### src/hostport_pkg.sv
/*
 * Constants shared by the parallel host port and its write buffer.
 * Assumes a single 200 MHz clock, MCLK.
 */
package hostport_pkg;
   localparam int          DATA_W       = 8;                 // Host data bus width
   localparam int          ADDR_W       = 8;                 // Pointer width
   localparam int          FIFO_DEPTH   = 8;                 // DMA write buffer depth
   localparam int          CLK_MHZ      = 200;               // Local clock rate
   localparam int          REF_MHZ      = 48;                // Nominal device reference clock rate
   localparam int          RST_REF_CLKS = 16;                // Startup interval in reference clocks
   // Startup interval at the local rate, rounded up to whole cycles
   localparam int          STARTUP_CYC  = (RST_REF_CLKS * CLK_MHZ + REF_MHZ - 1) / REF_MHZ;
   localparam int          CNT_W        = 8;                 // Startup counter width
   localparam logic [7:0]  PTR_RESET    = 8'h00;             // Pointer value after reset
   localparam int          SYNC_W       = 7;                 // Synchronised control lines
   // Bit positions of the synchronised control vector
   localparam int          B_CS         = 0;
   localparam int          B_RD         = 1;
   localparam int          B_WR         = 2;
   localparam int          B_AS         = 3;
   localparam int          B_ALE        = 4;
   localparam int          B_ACK        = 5;
   localparam int          B_RST        = 6;
endpackage

### src/wr_fifo.sv
/*
 * Small synchronous FIFO with valid/ready on both sides.
 * Assumes one clock and a synchronous active-high reset.
 */
`timescale 1ns/100ps
module wr_fifo #(
   parameter int WIDTH = 8,
   parameter int DEPTH = 8
) (
   // Clock and reset
   input  wire logic             clk,
   input  wire logic             rst,
   // Fill side
   input  wire logic             in_valid,
   output logic                  in_ready,
   input  wire logic [WIDTH-1:0] in_data,
   // Drain side
   output logic                  out_valid,
   input  wire logic             out_ready,
   output logic [WIDTH-1:0]      out_data
);
   localparam int AW = (DEPTH > 1) ? $clog2(DEPTH) : 1;

   logic [WIDTH-1:0] mem_r [DEPTH];
   logic [AW-1:0]    wptr_r;
   logic [AW-1:0]    rptr_r;
   logic [AW:0]      count_r;
   logic             push;
   logic             pop;

   // Honest full and empty from the occupancy count
   assign in_ready  = (count_r != (AW+1)'(DEPTH));
   assign out_valid = (count_r != '0);
   assign out_data  = mem_r[rptr_r];
   assign push      = in_valid & in_ready;
   assign pop       = out_valid & out_ready;

   // Pointer wrap
   function automatic logic [AW-1:0] bump(input logic [AW-1:0] p);
      bump = (p == AW'(DEPTH-1)) ? '0 : AW'(p + 1'b1);
   endfunction

   // Storage
   always_ff @(posedge clk) begin
      if (push) begin
         mem_r[wptr_r] <= in_data;
      end
   end

   // Pointers and count
   always_ff @(posedge clk) begin
      if (rst) begin
         wptr_r  <= '0;
         rptr_r  <= '0;
         count_r <= '0;
      end else begin
         if (push) begin
            wptr_r <= bump(wptr_r);
         end
         if (pop) begin
            rptr_r <= bump(rptr_r);
         end
         if (push && !pop) begin
            count_r <= (AW+1)'(count_r + 1'b1);
         end else if (pop && !push) begin
            count_r <= (AW+1)'(count_r - 1'b1);
         end
      end
   end
endmodule

### src/byte_host_port.sv
/*
 * Byte-wide host port: address pointer, programmed reads and writes,
 * and a write-only DMA handshake into an eight-word buffer.
 * Assumes host pins arrive asynchronously to MCLK; the internal side
 * offers a pointer/data request port and drains the DMA buffer.
 */
`timescale 1ns/100ps
module byte_host_port
   import hostport_pkg::*;
#(
   parameter int DEPTH = hostport_pkg::FIFO_DEPTH
) (
   // Clock and reset
   input  wire logic                         MCLK,
   input  wire logic                         RESET,
   // Host bus pins
   input  wire logic                         CHIP_SEL_N,
   input  wire logic                         READ_STROBE_N,
   input  wire logic                         WRITE_STROBE_N,
   input  wire logic                         ADDR_SELECT,
   input  wire logic                         ALE,
   input  wire logic                         DEVICE_RESET_N,
   input  wire logic [hostport_pkg::DATA_W-1:0] DATA_IN,
   output logic [hostport_pkg::DATA_W-1:0]   DATA_OUT,
   output logic                              DATA_OE,
   // DMA pins
   input  wire logic                         DMA_ACK_N,
   output logic                              DMA_REQ_N,
   // Internal access port
   input  wire logic                         DMA_ENABLE,
   output logic [hostport_pkg::ADDR_W-1:0]   PTR,
   output logic                              REG_WR,
   output logic                              REG_RD,
   output logic [hostport_pkg::DATA_W-1:0]   REG_WDATA,
   input  wire logic [hostport_pkg::DATA_W-1:0] REG_RDATA,
   // DMA buffer drain
   output logic                              DMA_VALID,
   input  wire logic                         DMA_READY,
   output logic [hostport_pkg::DATA_W-1:0]   DMA_DATA,
   // Status
   output logic                              PORT_READY
);
   import hostport_pkg::*;

   typedef enum logic [3:0] {
      D_IDLE = 4'b0001,
      D_REQ  = 4'b0010,
      D_ACK  = 4'b0100,
      D_BAD  = 4'b1000
   } dma_state_t;

   logic [SYNC_W-1:0] sync1_r;
   logic [SYNC_W-1:0] sync2_r;
   logic [SYNC_W-1:0] prev_r;
   logic [DATA_W-1:0] din1_r;
   logic [DATA_W-1:0] din2_r;
   logic              cs;
   logic              rd;
   logic              wr;
   logic              as_hi;
   logic              ale;
   logic              ack;
   logic              rst_pin;
   logic              wr_rise;
   logic              rd_fall;
   logic              rd_rise;
   logic              wr_fall;
   logic              ack_fall;
   logic              ack_rise;
   logic              soft_rst;
   logic [CNT_W-1:0]  start_cnt_r;
   logic [ADDR_W-1:0] ptr_r;
   logic              reg_wr_r;
   logic              reg_rd_r;
   logic [DATA_W-1:0] wdata_r;
   logic [DATA_W-1:0] dout_r;
   logic              oe_r;
   dma_state_t        dstate_r;
   logic              req_n_r;
   logic              wr_seen_r;
   logic              fifo_push;
   logic              fifo_ready;

   //////////////////////////////////////////////////////////////////////
   // Pin synchronisers; the first stage is read only by the second
   always_ff @(posedge MCLK) begin
      if (RESET) begin
         sync1_r <= 7'h7f;
         sync2_r <= 7'h7f;
         prev_r  <= 7'h7f;
         din1_r  <= 8'h00;
         din2_r  <= 8'h00;
      end else begin
         sync1_r <= {DEVICE_RESET_N, DMA_ACK_N, ~ALE, ADDR_SELECT, WRITE_STROBE_N, READ_STROBE_N, CHIP_SEL_N};
         sync2_r <= sync1_r;
         prev_r  <= sync2_r;
         din1_r  <= DATA_IN;
         din2_r  <= din1_r;
      end
   end

   // Active-high views and edges of the synchronised lines
   assign cs       = ~sync2_r[B_CS];
   assign rd       = ~sync2_r[B_RD];
   assign wr       = ~sync2_r[B_WR];
   assign as_hi    = sync2_r[B_AS];
   assign ale      = ~sync2_r[B_ALE];
   assign ack      = ~sync2_r[B_ACK];
   assign rst_pin  = ~sync2_r[B_RST];
   assign wr_rise  = ~prev_r[B_WR] & sync2_r[B_WR];
   assign wr_fall  = prev_r[B_WR] & ~sync2_r[B_WR];
   assign rd_fall  = prev_r[B_RD] & ~sync2_r[B_RD];
   assign rd_rise  = ~prev_r[B_RD] & sync2_r[B_RD];
   assign ack_fall = prev_r[B_ACK] & ~sync2_r[B_ACK];
   assign ack_rise = ~prev_r[B_ACK] & sync2_r[B_ACK];
   assign soft_rst = RESET | rst_pin;

   //////////////////////////////////////////////////////////////////////
   // Startup interval after the pin reset, scaled to the local clock
   always_ff @(posedge MCLK) begin
      if (soft_rst) begin
         start_cnt_r <= '0;
      end else if (start_cnt_r != CNT_W'(STARTUP_CYC)) begin
         start_cnt_r <= CNT_W'(start_cnt_r + 1'b1);
      end
   end

   // Port ready flag
   always_ff @(posedge MCLK) begin
      if (soft_rst) begin
         PORT_READY <= 1'b0;
      end else begin
         PORT_READY <= (start_cnt_r == CNT_W'(STARTUP_CYC));
      end
   end

   //////////////////////////////////////////////////////////////////////
   // Address pointer: select-low write or latch strobe loads it
   always_ff @(posedge MCLK) begin
      if (soft_rst) begin
         ptr_r <= PTR_RESET;
      end else if (ale) begin
         ptr_r <= din2_r;
      end else if (cs && !ack && wr_rise && !as_hi) begin
         ptr_r <= din2_r;
      end
   end

   // Data strobes toward the internal registers and memory
   always_ff @(posedge MCLK) begin
      if (soft_rst) begin
         reg_wr_r <= 1'b0;
         reg_rd_r <= 1'b0;
         wdata_r  <= 8'h00;
      end else begin
         reg_wr_r <= cs && !ack && wr_rise && as_hi && !ale;
         reg_rd_r <= cs && !ack && rd_fall && as_hi && !ale;
         if (cs && !ack && wr_rise && as_hi) begin
            wdata_r <= din2_r;
         end
      end
   end

   // Read data drive: enabled while a selected read strobe is low
   always_ff @(posedge MCLK) begin
      if (soft_rst) begin
         dout_r <= 8'h00;
         oe_r   <= 1'b0;
      end else begin
         if (reg_rd_r) begin
            dout_r <= REG_RDATA;
         end
         oe_r <= cs && rd && as_hi && !ack && !rd_rise;
      end
   end

   //////////////////////////////////////////////////////////////////////
   // DMA handshake: request, acknowledge then write strobe
   always_ff @(posedge MCLK) begin
      if (soft_rst) begin
         dstate_r  <= D_IDLE;
         req_n_r   <= 1'b1;
         wr_seen_r <= 1'b0;
      end else begin
         case (dstate_r)
            D_IDLE: begin
               wr_seen_r <= 1'b0;
               if (DMA_ENABLE && fifo_ready && PORT_READY && !ack) begin
                  req_n_r  <= 1'b0;
                  dstate_r <= D_REQ;
               end
            end
            D_REQ: begin
               if (ack_fall && !wr) begin
                  dstate_r <= D_ACK;
               end else if (wr && !ack) begin
                  dstate_r <= D_BAD;
               end
            end
            D_ACK: begin
               if (wr_fall) begin
                  req_n_r   <= 1'b1;
                  wr_seen_r <= 1'b1;
               end
               // Acknowledge released with no write strobe: keep the request, refuse new ones
               if (ack_rise && (wr_seen_r || wr_fall)) begin
                  dstate_r <= D_IDLE;
                  req_n_r  <= 1'b1;
               end else if (ack_rise) begin
                  dstate_r <= D_BAD;
               end
            end
            D_BAD: begin
               // Out-of-order strobes: no further request until DMA is re-enabled
               req_n_r <= 1'b0;
               if (!DMA_ENABLE) begin
                  req_n_r  <= 1'b1;
                  dstate_r <= D_IDLE;
               end
            end
            default: begin
               dstate_r <= D_IDLE;
               req_n_r  <= 1'b1;
            end
         endcase
      end
   end

   // DMA byte is taken on the write strobe rise under acknowledge only
   assign fifo_push = (dstate_r == D_ACK) && ack && wr_rise && !cs;

   wr_fifo #(
      .WIDTH (DATA_W),
      .DEPTH (DEPTH)
   ) u_fifo (
      .clk       (MCLK),
      .rst       (soft_rst),
      .in_valid  (fifo_push),
      .in_ready  (fifo_ready),
      .in_data   (din2_r),
      .out_valid (DMA_VALID),
      .out_ready (DMA_READY),
      .out_data  (DMA_DATA)
   );

   //////////////////////////////////////////////////////////////////////
   // Outputs
   assign PTR       = ptr_r;
   assign REG_WR    = reg_wr_r;
   assign REG_RD    = reg_rd_r;
   assign REG_WDATA = wdata_r;
   assign DATA_OUT  = dout_r;
   assign DATA_OE   = oe_r;
   assign DMA_REQ_N = req_n_r;
endmodule

### config.mk
export PLATFORM = sky130hd
export DESIGN_NAME = byte_host_port
export DESIGN_NICKNAME = d
export VERILOG_FILES = /design/src/hostport_pkg.sv /design/src/wr_fifo.sv /design/src/byte_host_port.sv
export SDC_FILE = /design/constraint.sdc
export NUM_CORES = 1
export LEC_CHECK = 0
export BUFFER_PORTS_ARGS = -buffer_cell sky130_fd_sc_hd__buf_4
export CORE_ASPECT_RATIO = 1.25
export CORE_MARGIN = 1
export CORE_UTILIZATION = 52
export DETAILED_ROUTE_END_ITERATION = 6
export PLACE_DENSITY = 0.75
export SYNTH_ARGS = -nofsm -noshare
export SYNTH_HDL_FRONTEND = slang
export SYNTH_SLANG_ARGS = --single-unit
### constraint.sdc
create_clock -name MCLK -period 2.69 [get_ports MCLK]
set_input_delay 0.1345 -clock MCLK [delete_from_list [all_inputs] [get_ports MCLK]]
set_output_delay 0.1345 -clock MCLK [all_outputs]
set_load 0.05 [all_outputs]
# --- Word-level counts from Yosys, hierarchy flattened ---
# Memories as Yosys holds them, arrays and structs flattened. A register that Yosys moved wholly into a read port is not among the register bits.
# Cells that the tools add are included.
# Widths: inputs -> output; s select.
word_totals:
  reg_bits: 88
  ram_bits: 64
  out_inout_bits: 38
  memories: 1
memory_table:
  columns: ["name", "words", "width", "rd", "rd_clocked_by_memory_dff", "write_ports", "line", "text"]
  rows:
  - ["u_fifo.mem_r", 8, 8, 1, 1, 1, "wr_fifo.sv:24", "logic [WIDTH-1:0] mem_r [DEPTH];"]
op_classes:
  addsub: 5
  n_eq_ne: 16
  mux: 23
  n_bitwise: 19
  n_reduce_logical: 34
op_table:
  columns: ["op", "n"]
  rows:
  - ["$mux 4", 8]
  - ["$logic_and 1x1->1", 23]
  - ["$mux 8", 2]
  - ["$pmux 4 s4", 1]
  - ["$mux 3", 4]
  - ["$not 1->1", 10]
  - ["$ne 3x3->1 const B", 3]
  - ["$add 8x1->8 const B", 1]
  - ["$and 1x1->1", 8]
  - ["$eq 8x7->1 const B", 1]
  - ["$ne 8x7->1 const B", 1]
  - ["$add 3x1->3 const B", 2]
  - ["$eq 3x3->1 const B", 2]
  - ["$mux 1", 6]
  - ["$ne 2x2->1 const B", 3]
  - ["$add 4x1->4 const B", 1]
  - ["$eq 4x1->1 const B", 1]
  - ["$eq 4x2->1 const B", 1]
  - ["$eq 4x3->1 const B", 1]
  - ["$eq 4x4->1 const B", 1]
  - ["$logic_not 1->1", 4]
  - ["$ne 4x4->1 const B", 1]
  - ["$pmux 1 s4", 1]
  - ["$reduce_and 4->1", 1]
  - ["other kinds (9)", 10]

# --- Depth between registers and ports, before layout ---
depth:
  word_depth: 9
  ltp_mapped: 10

# --- By module ---
# A second synthesis with hierarchy kept.
hier_totals:
  cells_unflattened: 412
  hier_area_um2: 5728.0
modules_own_cells:
  columns: ["mod", "n_inst", "cells_per_inst", "area_per_inst_um2", "seq_area_each_um2"]
  rows:
  - ["wr_fifo", 1, 168, 3126.7, 2182.1]
  - ["byte_host_port", 1, 244, 2601.2, 1501.4]

# --- Least setup slack after synthesis ---
# No wires, ideal clock.
synth_timing:
  kind: "reg2reg"
  start: "register u_fifo.count_r[0]"
  end: "register u_fifo.count_r[3]"
  setup_ns: 0.072
  arrival_ns: 2.625
  t_required_ns: 2.618
  slack_ns: -0.007
  path_stages_with_launch: 10
  path_buffers: 0
  synth_period_minus_slack_ns: 2.697
  path_cell_list: "dfxtp_1 or4_1 nand2_1 ha_1 inv_1 ha_1 a21o_1 a21oi_1 mux2i_1 mux2i_1"
synth_via:
  elab_chain_cells: 5
synth_lines:
  columns: ["element", "line", "text"]
  rows:
  - ["start, declared", "wr_fifo.sv:27", "logic [AW:0] count_r;"]
  - ["start signal, assigned", "wr_fifo.sv:64", "count_r <= (AW+1)'(count_r + 1'b1);"]
  - ["start signal, assigned", "wr_fifo.sv:66", "count_r <= (AW+1)'(count_r - 1'b1);"]
  - ["$reduce_bool 4->1 (*)", "wr_fifo.sv:33", "assign out_valid = (count_r != '0);"]
  - ["net DMA_VALID", "byte_host_port.sv:37", "output logic DMA_VALID,"]
  - ["$and 1x1->1 (*)", "wr_fifo.sv:36", "assign pop = out_valid & out_ready;"]
  - ["$logic_not 1->1", "wr_fifo.sv:63", "if (push && !pop) begin"]
  - ["$logic_and 1x1->1", "wr_fifo.sv:63", null]
  - ["$mux 4 / $reduce_bool 2->1 (equally long branches)", null, null]
# Mark *: on every way through the listed nets, which the timed path passes. The rest lies on a longest branch. The select of a mux whose other input is x is not followed.
# A chain may end at the register's enable or synchronous reset.

# --- Worst setup path after layout ---
layout_timing:
  start: "register u_fifo.count_r[0]"
  end: "register u_fifo.count_r[3]"
layout_via:
  elab_chain_cells: 5
layout_lines:
  columns: ["element"]
  rows:
  - ["branches (longest 5 deep; another with $sub 4x1->4)"]
# Several ways; the timed one is not identified. The select of a mux whose other input is x is not followed.

==> summary.txt <==
Detailed routing
  • Vias: 3461
  • Post-route ant nets: 0
  • DR pass1 iterations: 5
  • DRT iter0 DRCs: 196
  • Avg WL per Cell: 16.23 µm
  • DRC: 0
  • Vias per Instance: 5.228
  • Detailed-route wire length: 10.74 mm

Worst hold path
  • Hold_sp: DMA_READY
  • WHS Path Cells: 3
  • Hold Path Class: input pin to flop

Critical path
  • WS Path Type: flop to flop
  • CP top delay family: simple AND/OR/NAND/NOR gates
  • Buffers & Inverters on Critical Path: 2
  • Register-to-register setup slack: 140 ps
  • Max incr delay on CP: 550 ps
  • Crit. path cell count: 10
  • R2R cell count: 10
  • Crit. End Element: flop
  • Crit Reg-Reg Endpoint: u_fifo.count_r[3]
  • Crit start category: flop
  • Launching point of the worst reg2reg path: u_fifo.count_r[0]
  • Cells along the critical path: buf_4 -> or4_4 -> nand2_4 -> ha_2 -> inv_2 -> ha_1 -> a21o_1 -> a21oi_2 -> mux2i_1 -> mux2i_1
  • Crit-path slowest cell: or4_4
  • Critical path data required time: 3030 ps
  • Critical path fanouts, max: 5
  • WP data arrival: 2890 ps
  • Cell mode on critical path: mux2i_1

Synth
  • Post-synthesis mux area share: 0.1292
  • Largest family of logic cells by synthesized area: simple AND/OR/NAND/NOR gates
  • Post-synthesis sequential area ratio: 0.6515
  • Ys flop type: dfxtp_1
  • Largest area contributor in the netlist: edfxtp_1
  • Synthesized cell area: 5654 µm²
  • Synth Instances: 411
  • Top cells by area, synth: edfxtp_1 34%, dfxtp_1 31%, mux4_2 6.4%
  • Complex-gate fraction of the synthesized area: 0.03319
  • Post-synthesis simple-gate area fraction: 0.1370
  • Number of flops mapped to enable cells by yosys: 64
  • Post-synthesis net count: 447
  • Post-Syn Area per Cell: 13.76 µm²
  • Synth Area in Adders: 0.02124
  • Yosys top cell area share: 0.3399
  • Yosys warning total: 0
  • Number of synthesized register bits: 152
  • XOR/XNOR share of the synthesized area: 0.01394
  • Ys async rst share: 0
  • Netlist cell types: 46

Layout
  • Fillers: 729
  • Proportion of layout cells with a drive suffix above 1: 0.3113
  • Design Area, Final: 7187 µm²
  • Antenna cells: 0
  • Nets@finish: 553
  • Area growth, synth to finish: 27.11%

STA
  • Final setup viols: 0
  • Fin. Hold Viols: 0
  • Pins over their slew limit: 0
  • Period utilisation layout: 0.9472
  • Final Skew: 8.050 ps
  • Slew margin rel.: 0.5158
  • Fmax: 0.3925 GHz
  • RSZ-0062 raised after global routing: no
  • Actual slew at the worst max-slew pin: 716.3 ps
  • Min Clock Period, post-route: 2548 ps
  • Setup ws final: 142.1 ps
  • Hold Slack: 63.00 ps

Clock network
  • Clk sink count: 152
  • Clock root cell: clkbuf_16
  • H-tree depth: 4
  • CTS max path bufs: 2
  • Worst skew pair latency: 410 ps
  • Num CTS Buffers: 17
  • CTS tree: done
  • Clock slew at reported path FFs: 60 ps

Floorplanning
  • Initial Utilization: 0.5353
  • Ports: 65
  • CORE AREA: 10560 µm²
  • Site Rows: 42
  • Die ar.: 11300 µm²
  • Die height: 118.6 µm
  • Die width: 95.27 µm

Place
  • DP Worst Slack: -62.12 ps
  • Placer Congestion: 0.8464
  • I/O Buffers: 64
  • Post-DP HPWL: 7.022 mm
  • Post-DP Area: 6359 µm²

GRT
  • First-pass GRT wire length: 17.43 mm
  • Total grt overflow: 0
  • Initial antenna violation count: 0
  • Vias in the first global route: 3501
  • All-Layer GR Usage: 0.2106
  • Largest net degree at the start of global routing: 41

Power and ir drop
  • Leakage power figure: 2.867 nW
  • Maximum resistive drop on vdd: 454.1 µV
  • Pwr dens: 673.8 nW/µm²

Job
  • Max_cap viols: 0

Status
  • Outcome: completed
worst register-to-register path, delay by kind of cell, from the launching register on:
family / cells / cell delay, ps
simple gates: 2 / 660
fa+ha+maj: 2 / 460
mux: 2 / 460
compound gates: 2 / 380
flops: 1 / 310
buf+inv: 2 / 210
what timing repair did:
item	4_1_cts	5_1_grt
hold buffers	23	0
buffers inserted	0	1
gates resized for setup	3	3
endpoints found under the setup margin	1	1
endpoints found under the hold margin	23	0
cells in the final DEF, fill, tap and decap left out, types with 14 or more instances in the layout:
cell / instances
mux2i_1: 28
clkbuf_16: 17
dfxtp_1: 88
or2_2: 16
nor2_1: 46
edfxtp_1: 64
mux4_2: 16
buf_4: 80
dlygate4sd3_1: 23
nand2_1: 14
nor2b_1: 19
where the power goes:
group	leakage (nW)	internal (mW)	switching, mW	total [mW]
clock	0.277	1.37	0.894	2.26
combinational	1.17	0.0755	0.0564	0.132
sequential	1.42	2.42	0.0271	2.45
per-stage QoR:
| step | power, mW | util | instances | setup TNS, ps |
|---|---|---|---|---|
| 2_1_floorplan | 2.550 | - | 411 | 0 |
| 3_3_place_gp | 2.601 | 0.6020 | 606 | 0 |
| 3_5_place_dp | 2.605 | 0.6020 | 606 | -62.12 |
| 4_1_cts | 4.887 | 0.6787 | 661 | 0 |
| 5_1_grt | 5.010 | 0.6804 | 662 | 0 |
| 6_report | 4.843 | 0.6804 | 662 | 0 |
layer usage:
metal  routed length (µm)  track usage  up-vias
li1                     -            -     1699
met1                 4517       0.2477     1670
met2                 5574       0.3540       74
met3                  450      0.05792       18
met4                  200      0.08996        0
met5                    0            0        -
cell type report:
type / count / area, µm² / share of cell area
Sequential cell: 152 / 3684 / 0.5125
Inverter: 4 / 15.01 / 0.002089
Multi-Input combinational cell: 239 / 1919 / 0.2671
Timing Repair Buffer: 103 / 830.8 / 0.1156
Clock inverter: 9 / 90.09 / 0.01253
Clock buffer: 23 / 483.0 / 0.06720
Tap cell: 132 / 165.2 / 0.02298
registers in the layout, indices dropped and copies added, names as in the netlist, 3 cells and up, named ones only:
| name | cells |
|---|---|
| DATA_OUT | 8 |
| PTR | 8 |
| REG_WDATA | 8 |
| din1_r | 8 |
| din2_r | 8 |
| dstate_r | 4 |
| prev_r | 3 |
| start_cnt_r | 8 |
| sync1_r | 7 |
| sync2_r | 7 |
| u_fifo.count_r | 4 |
| u_fifo.mem_r | 64 |
| u_fifo.rptr_r | 3 |
| u_fifo.wptr_r | 3 |
Yosys cell counts (all sizes together), types with 2 or more instances:
cell,instances
dfxtp,88
edfxtp,64
nor2,46
mux2i,28
nor2b,19
mux4,16
or2,16
nand2,15
a21oi,10
clkbuf,10
nand3,10
ha,8
mux2,8
nor3,8
nand2b,7
buf,6
xor2,6
nor4b,5
inv,4
o21a,3
or3,3
or4b,3
xnor2,3
a21o,2
and3,2
nand4,2
o21ai,2
o31ai,2
or4,2
kinds of logic (layout without fill, tap and decap cells):
logic type / after synthesis / after routing
flip-flops: 152 / 152
adder cells (fa/ha/maj): 9 / 9
XOR/XNOR: 9 / 9
AO/OA/AOI/OAI: 26 / 26
multiplexers: 52 / 52
AND/OR/NAND/NOR: 143 / 143
buffers and inverters: 20 / 139
worst max path at each step:
stage / start / end
3_3_place_gp: u_fifo.count_r[1] / u_fifo.count_r[3]
4_1_cts: u_fifo.count_r[0] / u_fifo.count_r[3]
6_report: u_fifo.count_r[0] / u_fifo.count_r[3]
5_1_grt: u_fifo.count_r[0] / u_fifo.count_r[3]
3_5_place_dp: u_fifo.count_r[1] / u_fifo.count_r[3]
2_1_floorplan: u_fifo.count_r[0] / u_fifo.count_r[3]
No activity file was read; power rests on OpenSTA's default activity.
